$ cat config.mk
export PLATFORM = sky130hd
export DESIGN_NAME = usart_sync_master_receiver
export DESIGN_NICKNAME = d
export VERILOG_FILES = /design/src/design/usart_rx_pkg.sv /design/src/design/usart_sync_master_receiver.sv
export SDC_FILE = /design/constraint.sdc
export NUM_CORES = 1
export LEC_CHECK = 0
export BUFFER_PORTS_ARGS = -buffer_cell sky130_fd_sc_hd__clkbuf_2
export CAP_MARGIN = 5
export CORE_MARGIN = 2
export CORE_UTILIZATION = 61
export CTS_BUF_LIST = sky130_fd_sc_hd__clkbuf_2
export CTS_CLUSTER_SIZE = 20
export DETAILED_ROUTE_END_ITERATION = 7
export PLACE_DENSITY = 0.86
export SLEW_MARGIN = 20
export SYNTH_ARGS = -nofsm -noshare
export SYNTH_HDL_FRONTEND = slang
export SYNTH_SLANG_ARGS = --single-unit
$ cat constraint.sdc
create_clock -name mclk -period 2.5 [get_ports mclk]
set_clock_uncertainty 0.05 [all_clocks]
set_input_delay 0.75 -clock mclk [delete_from_list [all_inputs] [get_ports mclk]]
set_output_delay 0.75 -clock mclk [all_outputs]
set_load 0.01 [all_outputs]
$ cat src/design/usart_rx_pkg.sv
/*
  Constants and carrier types for the synchronous master receive path.
  Assumes a single clock domain (mclk) and a plain strobe register port.
*/
package usart_rx_pkg;
  // Register indices on the plain port
  localparam logic [1:0] ADDR_STATUS_CONTROL = 2'h0;
  localparam logic [1:0] ADDR_RECEIVE_FIFO   = 2'h1;
  localparam logic [1:0] ADDR_BAUD_DIVISOR   = 2'h2;
  localparam logic [1:0] ADDR_MODE_CONTROL   = 2'h3;
  // Status/control bit positions
  localparam int BIT_SERIAL_PORT_ON = 7;
  localparam int BIT_NINTH_ENABLE   = 6;
  localparam int BIT_SINGLE_ENABLE  = 5;
  localparam int BIT_CONT_ENABLE    = 4;
  localparam int BIT_FRAMING_ERROR  = 2;
  localparam int BIT_OVERRUN        = 1;
  localparam int BIT_NINTH_DATA     = 0;
  // Mode control bit positions
  localparam int BIT_SYNC_MODE      = 0;
  localparam int BIT_CLOCK_MASTER   = 1;
  localparam int BIT_IRQ_ENABLE     = 2;
  localparam int BIT_RECEIVE_FLAG   = 7;
  // Reset values and widths
  localparam logic [7:0] BAUD_RESET = 8'h00;
  localparam int DATA_BITS  = 8;
  localparam int FIFO_DEPTH = 2;
  // One FIFO entry: data plus per-word status
  typedef struct packed {
    logic       ninth;
    logic       framing;
    logic [7:0] data;
  } rx_entry_t;
  typedef enum logic [1:0] {ST_IDLE, ST_HIGH, ST_LOW, ST_DONE} rx_state_t;
endpackage : usart_rx_pkg

$ cat src/design/usart_sync_master_receiver.sv
/*
  Receive path of a USART in synchronous master mode: clock generation from
  the baud divisor, falling-edge sampling, shift register, two-entry FIFO
  with per-entry status, overrun handling and receive flag.
  Assumes the serial data line is synchronous to mclk and software keeps
  the documented setup order and reads status before popping data.
*/
`timescale 1ns/1ns
module usart_sync_master_receiver #(
  parameter int DATA_W = usart_rx_pkg::DATA_BITS
) (
  // Clock and reset
  input  wire logic       mclk,
  input  wire logic       rst_n,
  // Register port
  input  wire logic [1:0] reg_addr,
  input  wire logic [7:0] reg_wdata,
  input  wire logic       reg_wr,
  input  wire logic       reg_rd,
  output logic      [7:0] reg_rdata,
  // Serial link
  input  wire logic       serial_data_line,
  output logic            serial_clock_out,
  output logic            serial_clock_oe,
  // Interrupt request
  output logic            receive_irq
);

  ////////////////////////////////////////////////////////////////////////
  // Control registers
  logic [7:0]  baud_divisor_ff;
  logic        serial_port_on_ff, ninth_bit_receive_enable_ff;
  logic        single_receive_enable_ff, continuous_receive_enable_ff;
  logic        sync_mode_ff, clock_master_select_ff, receive_irq_enable_ff;
  logic        overrun_error_flag_ff;
  logic        word_done;
  logic        fifo_full;
  logic        fifo_pop;
  logic        rx_active;

  wire wr_stat = reg_wr && reg_addr == usart_rx_pkg::ADDR_STATUS_CONTROL;
  wire wr_mode = reg_wr && reg_addr == usart_rx_pkg::ADDR_MODE_CONTROL;

  // Software-written control bits
  always_ff @(posedge mclk or negedge rst_n) begin
    if (!rst_n) begin
      serial_port_on_ff            <= 1'b0;
      ninth_bit_receive_enable_ff  <= 1'b0;
      continuous_receive_enable_ff <= 1'b0;
      sync_mode_ff                 <= 1'b0;
      clock_master_select_ff       <= 1'b0;
      receive_irq_enable_ff        <= 1'b0;
      baud_divisor_ff              <= usart_rx_pkg::BAUD_RESET;
    end else begin
      if (wr_stat) begin
        serial_port_on_ff            <= reg_wdata[usart_rx_pkg::BIT_SERIAL_PORT_ON];
        ninth_bit_receive_enable_ff  <= reg_wdata[usart_rx_pkg::BIT_NINTH_ENABLE];
        continuous_receive_enable_ff <= reg_wdata[usart_rx_pkg::BIT_CONT_ENABLE];
      end
      if (wr_mode) begin
        sync_mode_ff           <= reg_wdata[usart_rx_pkg::BIT_SYNC_MODE];
        clock_master_select_ff <= reg_wdata[usart_rx_pkg::BIT_CLOCK_MASTER];
        receive_irq_enable_ff  <= reg_wdata[usart_rx_pkg::BIT_IRQ_ENABLE];
      end
      if (reg_wr && reg_addr == usart_rx_pkg::ADDR_BAUD_DIVISOR)
        baud_divisor_ff <= reg_wdata;
    end
  end

  // Single enable: written by software, dropped by hardware after one word unless continuous enable is set
  always_ff @(posedge mclk or negedge rst_n) begin
    if (!rst_n) begin
      single_receive_enable_ff <= 1'b0;
    end else if (wr_stat) begin
      single_receive_enable_ff <= reg_wdata[usart_rx_pkg::BIT_SINGLE_ENABLE];
    end else if (word_done && !continuous_receive_enable_ff) begin
      single_receive_enable_ff <= 1'b0;
    end
  end

  // Overrun: set on full FIFO at last bit, cleared with continuous enable
  always_ff @(posedge mclk or negedge rst_n) begin
    if (!rst_n) begin
      overrun_error_flag_ff <= 1'b0;
    end else if (word_done && fifo_full && !overrun_error_flag_ff) begin
      overrun_error_flag_ff <= 1'b1;
    end else if (!continuous_receive_enable_ff || !serial_port_on_ff) begin
      overrun_error_flag_ff <= 1'b0;
    end
  end

  // Reception runs in sync master mode with either enable, no overrun
  assign rx_active = serial_port_on_ff && sync_mode_ff && clock_master_select_ff &&
                     (single_receive_enable_ff || continuous_receive_enable_ff) &&
                     !overrun_error_flag_ff;

  ////////////////////////////////////////////////////////////////////////
  // Baud generator and receive state machine
  usart_rx_pkg::rx_state_t state_ff;
  logic [7:0]  baud_cnt_ff;
  logic [3:0]  bit_cnt_ff;
  logic [8:0]  shift_ff;
  logic        sclk_ff;
  wire         baud_tick = baud_cnt_ff == 8'h00;
  wire  [3:0]  last_bit = ninth_bit_receive_enable_ff ? 4'(DATA_W) : 4'(DATA_W - 1);

  // Divisor reload: each half serial period is divisor+1 mclk cycles
  always_ff @(posedge mclk or negedge rst_n) begin
    if (!rst_n) begin
      baud_cnt_ff <= usart_rx_pkg::BAUD_RESET;
    end else if (!rx_active || baud_tick) begin
      baud_cnt_ff <= baud_divisor_ff;
    end else begin
      baud_cnt_ff <= baud_cnt_ff - 8'h01;
    end
  end

  // Clock phases; a falling edge samples the line
  always_ff @(posedge mclk or negedge rst_n) begin
    if (!rst_n) begin
      state_ff   <= usart_rx_pkg::ST_IDLE;
      bit_cnt_ff <= 4'h0;
      shift_ff   <= 9'h000;
      sclk_ff    <= 1'b0;
    end else if (!rx_active) begin
      state_ff   <= usart_rx_pkg::ST_IDLE;
      bit_cnt_ff <= 4'h0;
      sclk_ff    <= 1'b0;
    end else begin
      case (state_ff)
        usart_rx_pkg::ST_IDLE: begin
          bit_cnt_ff <= 4'h0;
          if (baud_tick) begin
            state_ff <= usart_rx_pkg::ST_HIGH;
            sclk_ff  <= 1'b1;
          end
        end
        usart_rx_pkg::ST_HIGH: begin
          if (baud_tick) begin
            sclk_ff  <= 1'b0;
            shift_ff[bit_cnt_ff] <= serial_data_line;
            state_ff <= (bit_cnt_ff == last_bit) ? usart_rx_pkg::ST_DONE
                                                 : usart_rx_pkg::ST_LOW;
            bit_cnt_ff <= bit_cnt_ff + 4'h1;
          end
        end
        usart_rx_pkg::ST_LOW: begin
          if (baud_tick) begin
            sclk_ff  <= 1'b1;
            state_ff <= usart_rx_pkg::ST_HIGH;
          end
        end
        usart_rx_pkg::ST_DONE: begin
          bit_cnt_ff <= 4'h0;
          state_ff   <= usart_rx_pkg::ST_LOW; // back to back
        end
        default: state_ff <= usart_rx_pkg::ST_IDLE;
      endcase
    end
  end

  assign word_done = rx_active && state_ff == usart_rx_pkg::ST_DONE;

  ////////////////////////////////////////////////////////////////////////
  // Two-entry FIFO with per-entry status
  usart_rx_pkg::rx_entry_t fifo_mem [usart_rx_pkg::FIFO_DEPTH];
  logic        wr_ptr_ff, rd_ptr_ff;
  logic [1:0]  count_ff;
  wire         fifo_push = word_done && !fifo_full && !overrun_error_flag_ff;
  assign fifo_full = count_ff == 2'(usart_rx_pkg::FIFO_DEPTH);
  assign fifo_pop  = reg_rd && reg_addr == usart_rx_pkg::ADDR_RECEIVE_FIFO && count_ff != 2'h0;

  // Pointer and count; read advances status to next entry
  always_ff @(posedge mclk or negedge rst_n) begin
    if (!rst_n) begin
      wr_ptr_ff <= 1'b0;
      rd_ptr_ff <= 1'b0;
      count_ff  <= 2'h0;
    end else begin
      if (fifo_push) wr_ptr_ff <= ~wr_ptr_ff;
      if (fifo_pop)  rd_ptr_ff <= ~rd_ptr_ff;
      count_ff <= count_ff + {1'b0, fifo_push} - {1'b0, fifo_pop};
    end
  end

  // Entry storage: data, ninth bit, framing error (always clear in sync mode)
  always_ff @(posedge mclk) begin
    if (fifo_push)
      fifo_mem[wr_ptr_ff] <= '{ninth: ninth_bit_receive_enable_ff && shift_ff[DATA_W],
                                framing: 1'b0, data: shift_ff[7:0]};
  end

  ////////////////////////////////////////////////////////////////////////
  // Read data, flag and pins
  usart_rx_pkg::rx_entry_t head;
  logic receive_flag;
  assign head = (count_ff != 2'h0) ? fifo_mem[rd_ptr_ff] : '0;
  assign receive_flag = count_ff != 2'h0; // set on push, clear when empty

  // Read data appear one cycle after the strobe
  always_ff @(posedge mclk or negedge rst_n) begin
    if (!rst_n) begin
      reg_rdata <= 8'h00;
    end else if (reg_rd) begin
      case (reg_addr)
        usart_rx_pkg::ADDR_STATUS_CONTROL:
          reg_rdata <= {serial_port_on_ff, ninth_bit_receive_enable_ff,
                        single_receive_enable_ff, continuous_receive_enable_ff, 1'b0,
                        head.framing, overrun_error_flag_ff, head.ninth};
        usart_rx_pkg::ADDR_RECEIVE_FIFO:   reg_rdata <= head.data;
        usart_rx_pkg::ADDR_BAUD_DIVISOR:   reg_rdata <= baud_divisor_ff;
        usart_rx_pkg::ADDR_MODE_CONTROL:
          reg_rdata <= {receive_flag, 4'h0, receive_irq_enable_ff,
                        clock_master_select_ff, sync_mode_ff};
        default: reg_rdata <= 8'h00;
      endcase
    end else begin
      reg_rdata <= 8'h00;
    end
  end

  // Registered pin and interrupt outputs
  always_ff @(posedge mclk or negedge rst_n) begin
    if (!rst_n) begin
      serial_clock_out <= 1'b0;
      serial_clock_oe  <= 1'b0;
      receive_irq      <= 1'b0;
    end else begin
      serial_clock_out <= sclk_ff;
      serial_clock_oe  <= serial_port_on_ff && sync_mode_ff && clock_master_select_ff;
      receive_irq      <= receive_flag && receive_irq_enable_ff;
    end
  end
endmodule : usart_sync_master_receiver

==> results_dict.tcl <==
set metrics [dict create \
    ys_ff_latch 73 \
    clk-insertion-delay-late_ns 0.53 \
    timing.slew.headroom_pct 55.2 \
    multi_input_area_mm2 0.00140 \
    regArea_mm2 0.00192 \
    yosysMostFrequentCell "dfrtp_1" \
    finalCriticalPeriod_ns 2.09 \
    wl_um 6650 \
    antenna_cells 0 \
    synth_fa_ha_area_share_pct 4.39 \
    switchingPower_w 0.000788 \
    drt_first_pass_iters 4 \
    gr-total-overflow 0 \
    hold_buffers 0 \
    fin_util_pct 68.5 \
    synth_area_leader_cell "dfrtp_1" \
    p_int_w 0.00179 \
    num_vias 2320 \
    drc_errors 0 \
    initial_utilization_pct 62.5 \
    synth-simple-area-share_pct 14.1 \
    r2r_setup_slack_ns 0.41 \
    synth_cells 281 \
    p_leak_nw 1.58 \
    cts.sinks 73 \
    irDropWorstVdd_mv 0.409 \
    synth.area.mux_share_pct 11.5 \
    synth_edf_count 18 \
    wl_per_cell_um 17.0 \
    synthXorXnorAreaFrac_pct 2.30 \
    io_pins 26 \
    startpoint_type "flop" \
    layout.nets 341 \
    postRouteAntennaNets 0 \
    finalCritPeriodShare_pct 83.6 \
    grt_max_degree 56 \
    drv_cap 0 \
    required_ns 2.87 \
    status "complete, no violations" \
    sw_frac_of_total_pct 30.6 \
    syn-num-nets 308 \
    r2r_cells 4 \
    comb_power_share_pct 17.3 \
    cts_setup_buffers 0 \
    layout-drive-gt1-share_pct 25.1 \
    max_stage_delay_ns 0.49 \
    cts-root-buf "clkbuf_2" \
    grt_pass1_vias 2357 \
    p_clk_share_pct 24.4 \
    cts.repair.resized 0 \
    stdcell_area_mm2 0.00375 \
    synth-compound-area-share_pct 8.56 \
    crit_slowest_cell "dfrtp_1" \
    antenna_found_initial 0 \
    setup_violations 0 \
    placed_area_mm2 0.00364 \
    die_w_um 78.9 \
    tritoncts "yes" \
    synth_area_mm2 0.00342 \
    hold_class "in -> async" \
    synth_area_leaders "dfrtp_1 (40%), edfxtp_1 (16%), mux2_2 (7.9%)" \
    areaGrowthSynthToFinish_pct 9.55 \
    async_flop_share_pct 75.3 \
    synthTopCellsByCount "dfrtp_1 (55), mux2_2 (24), edfxtp_1 (18), nand3_1 (15), nor2_1 (15)" \
    ys.flop_type "dfrtp_1" \
    pwr-share-seq_pct 58.4 \
    end_kind "flop" \
    drv_slew 0 \
    worstReg2RegStart "baud_cnt_ff[2]$_DFF_PN0_" \
    worstMarginPinSlew_ns 0.672 \
    clk_pin_slew_ns 0.20 \
    yosysSeqAreaShare_pct 56.0 \
    rr_endpoint "shift_ff[3]$_DFFE_PN0P_" \
    placeableCoreArea_mm2 0.00547 \
    drtIter0Drc 144 \
    die-area_mm2 0.00622 \
    place.gp.congestion 0.806 \
    yosysTopAreaCellShare_pct 40.2 \
    io_buffers 25 \
    yosysWarnings 0 \
    hold_viol_final 0 \
    dp_hpwl_um 4740 \
    cts_max_path_buffers 2 \
    rsz0062_at_grt "false" \
    worstPathArrival_ns 2.46 \
    path_max_fanout 17 \
    grt_pass1_wl_um 11400 \
    vias_per_cell 5.93 \
    numCtsBuffers 9 \
    avgSynthCellArea_um2 12.2 \
    synth_top_family_by_area "simple AND/OR/NAND/NOR gates" \
    grt_usage_pct 24.2 \
    h-tree-depth 3 \
    fin_tns_setup_ns 0 \
    synth.distinct_cells 46 \
    core.rowCount 27 \
    worst-setup-path-type "reg -> reg" \
    worstPathCellList "nor4_4 -> nand3_2 -> nor3_1 -> mux2_2" \
    fmax_ghz 0.478 \
    power.density_mw_per_mm2 688 \
    num-fill-cells 401 \
    die_h_um 78.9 \
]
-- cell type report --
cell class	instances	area share, %
inverter	10	1.00
clock inverter	7	1.64
sequential	73	51.2
clock buffer	9	1.20
multi-input combinational	185	37.3
tap	72	2.40
timing repair buffer	35	5.34
-- registers in the layout, indices dropped and copies added (netlist names), 2 cells and up --
name,flops
baud_cnt_ff,8
baud_divisor_ff,8
bit_cnt_ff,4
count_ff,2
fifo_mem,18
reg_rdata,8
shift_ff,9
state_ff,2
-- power groups by stage --
| stage | Combinational (W) | Sequential [W] | Clock (W) |
|---|---|---|---|
| detailed placement | 0.000448 | 0.00152 | 0 |
| floorplan | 0.000336 | 0.00147 | 0 |
| global placement | 0.000423 | 0.00152 | 0 |
| CTS | 0.000450 | 0.00150 | 0.000635 |
| finish | 0.000445 | 0.00150 | 0.000628 |
| global route | 0.000494 | 0.00152 | 0.000687 |
-- worst max-delay path by stage --
stage	cells past startpoint	endpoint	start
floorplan	8	count_ff[1]$_DFF_PN0_	reg_addr[1]
global placement	8	count_ff[1]$_DFF_PN0_	reg_addr[1]
detailed placement	8	count_ff[1]$_DFF_PN0_	reg_addr[1]
CTS	4	shift_ff[8]$_DFFE_PN0P_	baud_cnt_ff[2]$_DFF_PN0_
global route	4	shift_ff[3]$_DFFE_PN0P_	baud_cnt_ff[2]$_DFF_PN0_
finish	4	shift_ff[3]$_DFFE_PN0P_	baud_cnt_ff[2]$_DFF_PN0_
-- logic make-up after synthesis --
kind of cell,count (synthesis)
and+or+nand+nor,84
muxes,36
xor gates and xnor gates,9
adders and majority gates,12
buffers and inverters,23
AOI/OAI and AO/OA,44
DFF,73
-- layer usage --
| metal | wire length [µm] | global-route usage (%) |
|---|---|---|
| met5 | 0 | 0 |
| met4 | 162 | 11.7 |
| met3 | 294 | 4.20 |
| met2 | 3280 | 38.6 |
| met1 | 2910 | 32.4 |
-- critical path, delay by kind of cell (launching register included) --
kind / cells / cell delay, ns
DFF: 1 / 0.49
and+or+nand+nor: 3 / 1.08
muxes: 1 / 0.36
-- cells in the final DEF (no fill, tap or decap), types with 3 or more instances in the layout --
| cell type | synthesis | routed |
|---|---|---|
| o221ai_1 | 3 | 3 |
| nor3_1 | 9 | 9 |
| ha_1 | 12 | 12 |
| a211oi_1 | 3 | 3 |
| and3_1 | 3 | 3 |
| o22a_1 | 3 | 3 |
| mux2_2 | 24 | 24 |
| edfxtp_1 | 18 | 18 |
| nand3b_1 | 4 | 4 |
| mux2i_1 | 10 | 10 |
| nand4_1 | 3 | 3 |
| buf_4 | 1 | 10 |
| nand3_1 | 15 | 15 |
| xnor2_1 | 7 | 7 |
| clkbuf_2 | 0 | 34 |
| nor2b_1 | 8 | 8 |
| nor2_1 | 15 | 15 |
| a31oi_1 | 3 | 3 |
| nand2_1 | 11 | 11 |
| clkinv_2 | 0 | 3 |
| o21ai_0 | 9 | 9 |
| inv_1 | 10 | 10 |
| a21oi_1 | 13 | 13 |
| dfrtp_1 | 55 | 55 |
-- through the flow --
step / power [W] / std cells / setup WS [ns] / hold slack (ns)
final: 0.00258 / 391 / 0.409 / 0.254
after floorplan: 0.00180 / 281 / 0.165 / 0.298
after CTS: 0.00259 / 391 / 0.407 / 0.281
after global routing: 0.00270 / 391 / 0.216 / 0.300
after detailed placement: 0.00197 / 375 / 0.143 / 0.310
after global placement: 0.00195 / 375 / 0.183 / 0.315
Note: power is estimated with default switching activity, not from simulation.
